--- src/verilog/csem_map.svh ---
/*
 * Register offsets, field positions and reset values of the card status
 * change event and mask registers of the network function.
 * Assumes inclusion by the package and the modules that decode accesses.
 */
`ifndef CSEM_MAP_SVH
`define CSEM_MAP_SVH

`define CSEM_GROUP_BASE   8'h30
`define CSEM_EVENT_OFF    8'h30
`define CSEM_MASK_OFF     8'h34

`define CSEM_INTERRUPT_EVENT_BIT_POS     15
`define CSEM_WAKE_SIGNAL_MASK_POS     14
`define CSEM_AUDIO_HI     6
`define CSEM_AUDIO_LO     5
`define CSEM_GENERAL_WAKE_BIT_POS    4

`define CSEM_REG_RESET    32'h00000000
`define CSEM_BIT_CLEAR    1'h0
`define CSEM_AUDIO_RESET  2'h0

`endif

--- src/verilog/csem_pkg.sv ---
/*
 * Types shared by the card status change event and mask logic.
 * Assumes csem_map.svh is on the include path.
 */
`include "csem_map.svh"

package csem_pkg;

   typedef logic [7:0]  csem_addr_t;
   typedef logic [31:0] csem_word_t;

   typedef struct packed {
      logic bit_q;
   } csem_latch_st_t;

   typedef struct packed {
      logic       interrupt_event_bit_mask_q;
      logic       wake_signal_mask_mask_q;
      logic [1:0] audio_q;
      logic       general_wake_bit_mask_q;
      csem_word_t rdata_q;
      logic       inta_q;
      logic       cstschg_q;
      logic       pme_clr_q;
   } csem_state_t;

endpackage

--- src/verilog/csem_event_latch.sv ---
/*
 * One sticky event bit: set by hardware, cleared by a qualified write.
 * Assumes set and clear come from logic on the same clock.
 */
`timescale 1ns/100ps

module csem_event_latch
(
   input  wire logic clk,
   input  wire logic arst_n,
   input  wire logic ce,
   input  wire logic set,
   input  wire logic clr,
   output logic      q
);
   import csem_pkg::*;

   csem_latch_st_t st_q;
   csem_latch_st_t st_d;

   always_comb
   begin
      st_d = st_q;
      // set beats a clear in the same cycle
      st_d.bit_q = set | (st_q.bit_q & ~clr);
   end

   always_ff @(posedge clk or negedge arst_n)
   begin
      if (!arst_n)
         st_q <= '0;
      else if (ce)
         st_q <= st_d;
   end

   assign q = st_q.bit_q;

endmodule

--- src/verilog/csem_status_change.sv ---
/*
 * Card status change event and mask registers of the network function,
 * with gating of the interrupt request and of the status change signal.
 * Assumes a same-clock register port inside the control/status space,
 * event sources and enables driven by logic on clk, and arst_n being
 * the alternate power-on reset only.
 */
`timescale 1ns/100ps

`include "csem_map.svh"

// Behaviour
// - interrupt event bit 15 sets whenever interrupt source active, mask ignored.
// - bit 15 clears on write-one only once source serviced; zero writes ignored.
// - general wake bit 4 sets whenever wake source active, mask ignored.
// - write-one to bit 4 clears it and the power management status.
// - write-one to power management status also clears general wake bit.
// - event bits 31:16, 14:5, 3:0 reserved, read zero.
// - interrupt mask bit 15 low keeps interrupt request inactive.
// - interrupt request only when mask bit and control block enable set.
// - wake mask bit 14 low suppresses status change unless PME enable set, event kept.
// - wake mask bit 14 works together with general wake mask bit 4.
// - general wake mask bit 4 low blocks wake toward status change unless PME enable set.
// - status change when wake event and (both masks or PME enable).
// - mask bits 6:5 audio field unused; 31:16, 13:7, 3:0 reserved.
// - combined card has two separate register sets, one per function.
// - only the alternate power-on reset initialises these registers.
module csem_status_change
(
   input  wire logic          clk,
   input  wire logic          arst_n,
   input  wire logic          ce,
   input  wire logic          csr_wr,
   input  wire logic          csr_rd,
   input  csem_pkg::csem_addr_t csr_addr,
   input  csem_pkg::csem_word_t csr_wdata,
   output csem_pkg::csem_word_t csr_rdata,
   input  wire logic          interrupt_event_bit_source,
   input  wire logic          wake_source,
   input  wire logic          scb_int_enable,
   input  wire logic          pme_enable,
   input  wire logic          pme_status_w1c,
   output logic               inta_req,
   output logic               cstschg,
   output logic               pme_status_clr
);
   import csem_pkg::*;

   csem_state_t st_q;
   csem_state_t st_d;
   logic        interrupt_event_bit_bit;
   logic        general_wake_bit_bit;
   logic        wr_event;
   logic        wr_mask;
   logic        clr_interrupt_event_bit;
   logic        clr_general_wake_bit;

   function automatic logic hit(input csem_addr_t a, input csem_addr_t off);
      hit = (a == off);
   endfunction

   assign wr_event  = csr_wr & hit(csr_addr, `CSEM_EVENT_OFF);
   assign wr_mask   = csr_wr & hit(csr_addr, `CSEM_MASK_OFF);
   // serviced means the source has dropped
   assign clr_interrupt_event_bit  = wr_event & csr_wdata[`CSEM_INTERRUPT_EVENT_BIT_POS]
                      & ~interrupt_event_bit_source;
   assign clr_general_wake_bit = (wr_event & csr_wdata[`CSEM_GENERAL_WAKE_BIT_POS])
                      | pme_status_w1c;

   // one latch pair per function; a modem function gets its own instance
   csem_event_latch u_interrupt_event_bit
   (
      .clk    (clk),
      .arst_n (arst_n),
      .ce     (ce),
      .set    (interrupt_event_bit_source),
      .clr    (clr_interrupt_event_bit),
      .q      (interrupt_event_bit_bit)
   );

   csem_event_latch u_general_wake_bit
   (
      .clk    (clk),
      .arst_n (arst_n),
      .ce     (ce),
      .set    (wake_source),
      .clr    (clr_general_wake_bit),
      .q      (general_wake_bit_bit)
   );

   always_comb
   begin
      st_d = st_q;
      if (wr_mask)
      begin
         st_d.interrupt_event_bit_mask_q  = csr_wdata[`CSEM_INTERRUPT_EVENT_BIT_POS];
         st_d.wake_signal_mask_mask_q  = csr_wdata[`CSEM_WAKE_SIGNAL_MASK_POS];
         // stored for readback only, no effect here
         st_d.audio_q      = csr_wdata[`CSEM_AUDIO_HI:`CSEM_AUDIO_LO];
         st_d.general_wake_bit_mask_q = csr_wdata[`CSEM_GENERAL_WAKE_BIT_POS];
      end
      if (csr_rd)
      begin
         st_d.rdata_q = `CSEM_REG_RESET;
         if (hit(csr_addr, `CSEM_EVENT_OFF))
         begin
            st_d.rdata_q[`CSEM_INTERRUPT_EVENT_BIT_POS]  = interrupt_event_bit_bit;
            st_d.rdata_q[`CSEM_GENERAL_WAKE_BIT_POS] = general_wake_bit_bit;
         end
         else if (hit(csr_addr, `CSEM_MASK_OFF))
         begin
            st_d.rdata_q[`CSEM_INTERRUPT_EVENT_BIT_POS]  = st_q.interrupt_event_bit_mask_q;
            st_d.rdata_q[`CSEM_WAKE_SIGNAL_MASK_POS]  = st_q.wake_signal_mask_mask_q;
            st_d.rdata_q[`CSEM_AUDIO_HI:`CSEM_AUDIO_LO] = st_q.audio_q;
            st_d.rdata_q[`CSEM_GENERAL_WAKE_BIT_POS] = st_q.general_wake_bit_mask_q;
         end
      end
      st_d.inta_q = interrupt_event_bit_bit & st_q.interrupt_event_bit_mask_q
                    & scb_int_enable;
      st_d.cstschg_q = general_wake_bit_bit
                       & ((st_q.wake_signal_mask_mask_q & st_q.general_wake_bit_mask_q)
                          | pme_enable);
      st_d.pme_clr_q = wr_event & csr_wdata[`CSEM_GENERAL_WAKE_BIT_POS];
   end

   always_ff @(posedge clk or negedge arst_n)
   begin
      if (!arst_n)
      begin
         st_q              <= '0;
         st_q.interrupt_event_bit_mask_q  <= `CSEM_BIT_CLEAR;
         st_q.wake_signal_mask_mask_q  <= `CSEM_BIT_CLEAR;
         st_q.audio_q      <= `CSEM_AUDIO_RESET;
         st_q.general_wake_bit_mask_q <= `CSEM_BIT_CLEAR;
         st_q.rdata_q      <= `CSEM_REG_RESET;
      end
      else if (ce)
         st_q <= st_d;
   end

   assign csr_rdata      = st_q.rdata_q;
   assign inta_req       = st_q.inta_q;
   assign cstschg        = st_q.cstschg_q;
   assign pme_status_clr = st_q.pme_clr_q;

   interrupt_event_bit_sets_a: assert property (@(posedge clk) disable iff (!arst_n)
      ce && interrupt_event_bit_source |=> interrupt_event_bit_bit)
      else $error("interrupt event bit not set by source");

   interrupt_event_bit_hold_a: assert property (@(posedge clk) disable iff (!arst_n)
      ce && interrupt_event_bit_bit && interrupt_event_bit_source |=> interrupt_event_bit_bit)
      else $error("interrupt event bit cleared while source active");

   general_wake_bit_sets_a: assert property (@(posedge clk) disable iff (!arst_n)
      ce && wake_source |=> general_wake_bit_bit)
      else $error("wake event bit not set by source");

   general_wake_bit_clear_a: assert property (@(posedge clk) disable iff (!arst_n)
      ce && wr_event && csr_wdata[`CSEM_GENERAL_WAKE_BIT_POS] && !wake_source
      |=> !general_wake_bit_bit && pme_status_clr)
      else $error("wake clear write had no effect");

   pme_clear_a: assert property (@(posedge clk) disable iff (!arst_n)
      ce && pme_status_w1c && !wake_source |=> !general_wake_bit_bit)
      else $error("power status clear left wake bit set");

   rsvd_zero_a: assert property (@(posedge clk) disable iff (!arst_n)
      $past(csr_rd) |-> csr_rdata[31:16] == 16'h0000
      && csr_rdata[3:0] == 4'h0 && csr_rdata[13:7] == 7'h00)
      else $error("reserved read bits not zero");

   inta_gate_a: assert property (@(posedge clk) disable iff (!arst_n)
      ce ##1 inta_req |-> $past(interrupt_event_bit_bit) && $past(st_q.interrupt_event_bit_mask_q)
      && $past(scb_int_enable))
      else $error("interrupt request without its enables");

   inta_masked_a: assert property (@(posedge clk) disable iff (!arst_n)
      ce && !st_q.interrupt_event_bit_mask_q |=> !inta_req)
      else $error("masked interrupt request asserted");

   stschg_gate_a: assert property (@(posedge clk) disable iff (!arst_n)
      ce |=> cstschg == ($past(general_wake_bit_bit) && (($past(st_q.wake_signal_mask_mask_q)
      && $past(st_q.general_wake_bit_mask_q)) || $past(pme_enable))))
      else $error("status change output wrong");

   set_wins_a: assert property (@(posedge clk) disable iff (!arst_n)
      ce && wake_source && clr_general_wake_bit |=> general_wake_bit_bit)
      else $error("event lost against clear");

   mask_rb_a: assert property (@(posedge clk) disable iff (!arst_n)
      ce && wr_mask ##1 ce && !wr_mask ##1 ce && csr_rd
      && hit(csr_addr, `CSEM_MASK_OFF) && !wr_mask
      |=> csr_rdata[`CSEM_WAKE_SIGNAL_MASK_POS]
      == $past(csr_wdata[`CSEM_WAKE_SIGNAL_MASK_POS], 3))
      else $error("mask readback mismatch");

endmodule
--- config.mk ---
export PLATFORM = sky130hd
export DESIGN_NAME = csem_status_change
export DESIGN_NICKNAME = d
export VERILOG_FILES = /design/src/verilog/csem_pkg.sv /design/src/verilog/csem_event_latch.sv /design/src/verilog/csem_status_change.sv
export VERILOG_INCLUDE_DIRS = /design/src /design/src/verilog
export SDC_FILE = /design/constraint.sdc
export NUM_CORES = 1
export LEC_CHECK = 0
export BUFFER_PORTS_ARGS = -buffer_cell sky130_fd_sc_hd__buf_2
export CAP_MARGIN = 15
export CORE_ASPECT_RATIO = 1.1
export CORE_MARGIN = 2
export CORE_UTILIZATION = 38
export CTS_BUF_LIST = sky130_fd_sc_hd__clkbuf_8
export DETAILED_ROUTE_END_ITERATION = 8
export PLACE_DENSITY = 0.82
export SETUP_SLACK_MARGIN = 0.4
export SYNTH_ARGS = -nofsm -noshare
export SYNTH_HDL_FRONTEND = slang
export SYNTH_SLANG_ARGS = --single-unit
--- constraint.sdc ---
create_clock -name clk -period 0.96 [get_ports clk]
set_clock_uncertainty 0.05 [all_clocks]
set_input_delay 0.096 -clock clk [delete_from_list [all_inputs] [get_ports clk]]
set_output_delay 0.096 -clock clk [all_outputs]
set_load 0.02 [all_outputs]
# Yosys cells after proc, flatten, opt, wreduce, memory -nomap -nowiden

Cells that the tools add are included.

Add/subtract/negate cells: 0
Multiply operators: 0
Div/mod/pow operators: 0
Magnitude comparators: 0
Equal/unequal tests: 2
Shift operators: 0
Multiplexer cells: 6
Bitwise operators: 18
Reductions and logical operators: 2

Operators with widths:

| operator                                             | number |
|---|---|
| equality test 8 x 6 -> 1 bit (second input constant) | 2 |
| AND 1 bit                                            | 11 |
| two-way mux 2 bit                                    | 2 |
| OR 1 bit                                             | 4 |
| AND reduction 2 bit                                  | 2 |
| two-way mux 1 bit                                    | 3 |
| two-way mux 3 bit                                    | 1 |
| inverter 1 bit                                       | 3 |

Register bits after elaboration: 15
Latch bits: 0
Bits in writable memories: 0
Memory bits (read-only): 0
Bits of input ports: 50
Output and inout port bits: 35
Word-level logic and storage cells: 38
Memories: 0

# Depth between registers and ports, before layout

Depth after elaboration: 7
Mapped depth: 3
Mapped depth without buffers: 3

# By module

From an unflattened synthesis, not the netlist that was laid out.

Cells, all modules: 96
Area total of the unflattened synthesis: 970.9 µm²

Modules (own cells, without submodules):

| module             | instances | cells an instance | area an instance (µm²) | seq. area each (µm²) |
|---|---|---|---|---|
| csem_status_change | 1         | 90                | 895.9                  | 325.3 |
| csem_event_latch   | 2         | 3                 | 37.5                   | 25.0 |

# Worst setup path before layout

No wires, ideal clock.

Kind: input-to-reg
Start point: input csr_addr[6]
End point: register st_q[35] (netlist name)
Setup time: 0.125 ns
Arrival: 0.938 ns
Path slack: -0.153 ns
Stages: 3
Buffers on the path: 0
Cell sequence: nor4_4 -> nand4_4 -> mux2_2

Word-level cells in the longest chain between the ends: 3

Ends and longest elaborated chain:

| what                          | line                      | text |
|---|---|---|
| start, declared               | csem_status_change.sv:35  | `input csem_pkg::csem_addr_t csr_addr,` |
| equality test 8 x 6 -> 1 bit  | csem_status_change.sv:59  | `hit = (a == off);` |
| AND 1 bit                     | csem_status_change.sv:63  | `` assign wr_mask = csr_wr & hit(csr_addr, `CSEM_MASK_OFF); `` |
| AND reduction 2 bit (no line) | --                        |  |
| end signal, assigned          | csem_status_change.sv:138 | `st_q <= st_d;` |
| end, declared                 | csem_status_change.sv:49  | `csem_state_t st_q;` |

Every way passes these cells.
A chain may end at the register's enable or synchronous reset.

# Final worst setup path

Start point: input csr_addr[3]
End point: register st_q[36] (netlist name)

The elaborated chain is that of the path after synthesis.

==> metrics.csv <==
metric;value;unit
worst-case clock buffer depth;2;
aggregate global routing overflow;0;
Sink Count;15;
crit path launch type;primary input;
RSZ-0062 raised after global routing;yes;
number of CTS-inserted buffers;3;
ANT cells;0;
total half-perimeter wirelength after legalization and detailed placement;1481;um
run status;complete, but fails checks;
Clock Tree Root;sky130_fd_sc_hd__clkbuf_8;
Hold Violations, Final;15;
netlist area before placement;927.1;sq um
count of mapped cells out of synthesis;92;
Design Power;1.453;mW
largest family of logic cells by synthesized area;buffers and inverters;
1st-iter DRT viols;8;
number of unique standard cell types used by synthesis;21;
Clk Latency, worst-skew pair;0.25;ns
endpoint class of the critical path;register;
vias post-DR;709;
via count of the first global-routing pass;688;
total routing resource utilization after global routing;0.1387;
net total in the final layout;182;
part of the power in the clock network;0.352;
routed wire length per instance;12.50;um
clock period minus final worst setup slack;1.021;ns
area enclosed by the die boundary;2851;sq um
sum of negative setup slack;-0.2529;ns
Avg Inst Size Synth;10.08;sq um
share of total power in combinational logic;0.191;
TritonCTS clock tree;done;
width of the chip;51.10;um
part of the Yosys area used for sequential elements;0.4049;
largest vdd supply drop;0.0007078;V
Switching Share;0.2901;
mux contribution to synthesized area;0.08232;
per-cell via count in the routed design;4.404;
fraction of power consumed by sequential logic;0.457;
row count;18;
class of the tightest hold or removal check;in2async;
top cell type by total area after synthesis;sky130_fd_sc_hd__dfrtp_1;
antenna violations before repair;0;
initial cell density of the core;0.4076;
highest fanout seen on the critical path;5;
worst slack on hold paths;-0.3104;ns
failing checks;hold timing, setup timing;
portion of the clock cycle consumed by the worst path in the final layout;1.063;
Buffers on Ports;30;
first-pass GRT wire length;2987;um
final WL;2012;um
fraction of final layout cells sized beyond drive strength 1;0.4656;
Die H;55.81;um
power spent charging and discharging nets;0.4215;mW
pin count of the biggest net entering global routing;16;
total placed cells including tap cells;151;
Internal Power;1.032;mW
area growth from synthesis to final layout;31.71;%
simple-gate portion of the synthesized area;0.1579;
Worst Slack Setup Final;-0.06077;ns
Pre-Repair DR Iteration Count;4;
number of endpoints failing setup at the final stage;7;
Static Leak;0.6440;nW
power density cells;1190;nW/um^2
number of max-slew violations in the final report;0;
leading cell types by total area after synthesis;sky130_fd_sc_hd__dfrtp_1, sky130_fd_sc_hd__buf_4, sky130_fd_sc_hd__mux2_2;
Remaining DRCs;0;
XOR/XNOR share of the synthesized area;0;
clock-pin transition on the worst setup and hold timing paths;0.06;ns
number of max-cap violations;0;
total core area;2275;sq um
critical path class;in2reg;
share of Yosys cell area claimed by the top area cell type;0.4049;
Crit path arrival time;1.10;ns
total of warnings raised by yosys;0;
highest clock rate;979.7;MHz
H-tree levels;1;
post-synthesis register bit count;15;
compound-gate portion of the synthesized area;0.07557;
antenna violation net count after detailed routing;0;
synthesized-area fraction occupied by adder cells;0;
WP data required;1.04;ns
I/O pin count;85;
routability cong.;0.7259;
final instance count without filler cells;161;
Yosys cell counts, drive strengths merged:
library cell and count:
buf 32, dfrtp 15, nand2 9, mux2 5, nand4 5, o21ai 5
inv 3, nand3 3, and3b 2, mux2i 2, o31ai 2, a21oi 1
a22o 1, a32o 1, and2 1, clkbuf 1, conb 1, nor2b 1
nor4 1, o22ai 1
area by class of cell:
type | instances | area, sq um
clock buffers | 3 | 41.29
clock inverters | 1 | 5.005
fillers | 207 | 1054
inverters | 3 | 11.26
multi-input cells | 67 | 431.7
flip-flops and latches | 15 | 379.1
well taps | 30 | 37.54
repair buffers | 42 | 315.3
cells in the final DEF, fill, tap and decap left out, types with 2 or more instances in the layout:
master,Yosys,final
sky130_fd_sc_hd__buf_4,32,11
sky130_fd_sc_hd__buf_2,0,20
sky130_fd_sc_hd__mux2_2,5,4
sky130_fd_sc_hd__nand4_1,4,4
sky130_fd_sc_hd__conb_1,1,27
sky130_fd_sc_hd__buf_6,0,10
sky130_fd_sc_hd__nand2_1,9,8
sky130_fd_sc_hd__and3b_1,2,2
sky130_fd_sc_hd__clkbuf_8,0,3
sky130_fd_sc_hd__dfrtp_2,0,3
sky130_fd_sc_hd__nand3_1,3,3
sky130_fd_sc_hd__o21ai_1,0,4
sky130_fd_sc_hd__dfrtp_1,15,12
sky130_fd_sc_hd__inv_1,3,3
path summary, 6_finish.rpt:
path                                         startpoint                 endpoint  slack, ns  cells after the start
worst min register to register                 st_q[37]                 st_q[37]       0.46                      1
worst max register to register  u_interrupt_event_bit.q            csr_rdata[15]       0.02                      2
worst max-delay path                        csr_addr[3]                 st_q[36]      -0.06                      4
worst min-delay path                             arst_n  u_interrupt_event_bit.q      -0.31                      1
max in group asynchronous                        arst_n                  cstschg       0.90                      1
min in group clk                            wake_source     u_general_wake_bit.q       0.03                      2
layer usage:
metal  global-route usage  part of all wire  up-vias
met2               0.2430              0.55       34
met1               0.1607              0.38      342
met3              0.03495             0.069        0
li1                     -                 -      333
met5                    0                 0        -
met4              0.04633                 0        0
power groups by stage:
stage / combinational, mW / clock, mW / sequential, mW
after floorplan: 0.224 / 0 / 0.676
after global placement: 0.247 / 0 / 0.671
after detailed placement: 0.251 / 0 / 0.672
after CTS: 0.270 / 0.529 / 0.663
after global routing: 0.300 / 0.566 / 0.664
final: 0.277 / 0.512 / 0.664
state kept, by name, summed over array words and instances, names as in the netlist:
| register | flops |
|---|---|
| csr_rdata | 5 |
| inta_req | 1 |
| u_interrupt_event_bit.q | 1 |
| cstschg | 1 |
| pme_status_clr | 1 |
| u_general_wake_bit.q | 1 |
| st_q | 5 |
critical path: stages:
cell and delay [ns]:
sky130_fd_sc_hd__buf_6 0.10, sky130_fd_sc_hd__nor4_4 0.37, sky130_fd_sc_hd__nand4_4 0.20, sky130_fd_sc_hd__mux2_4 0.34
repair_timing:
action                                 4_1_cts  5_1_grt
setup buffers                                3        3
endpoints found under the hold margin       15       15
pin swaps                                    4        1
setup endpoints to repair                   23       23
gates resized for setup                     23        4
through the flow:
| step | util | area (sq um) | worst slack, ns |
|---|---|---|---|
| after floorplan | - | 1047 | -0.1395 |
| after global placement | 0.4527 | 1030 | -0.2889 |
| after detailed placement | 0.4527 | 1030 | -0.3417 |
| after CTS | 0.5176 | 1177 | -0.05480 |
| after global routing | 0.5369 | 1221 | -0.08760 |
| final | 0.5369 | 1221 | -0.06077 |
kinds of logic after synthesis:
| kind of cell | Yosys count |
|---|---|
| muxes | 7 |
| AOI/OAI and AO/OA | 11 |
| buffers and inverters | 36 |
| other | 1 |
| DFF | 15 |
| and+or+nand+nor | 22 |
Power figures use the tool's default switching activity.
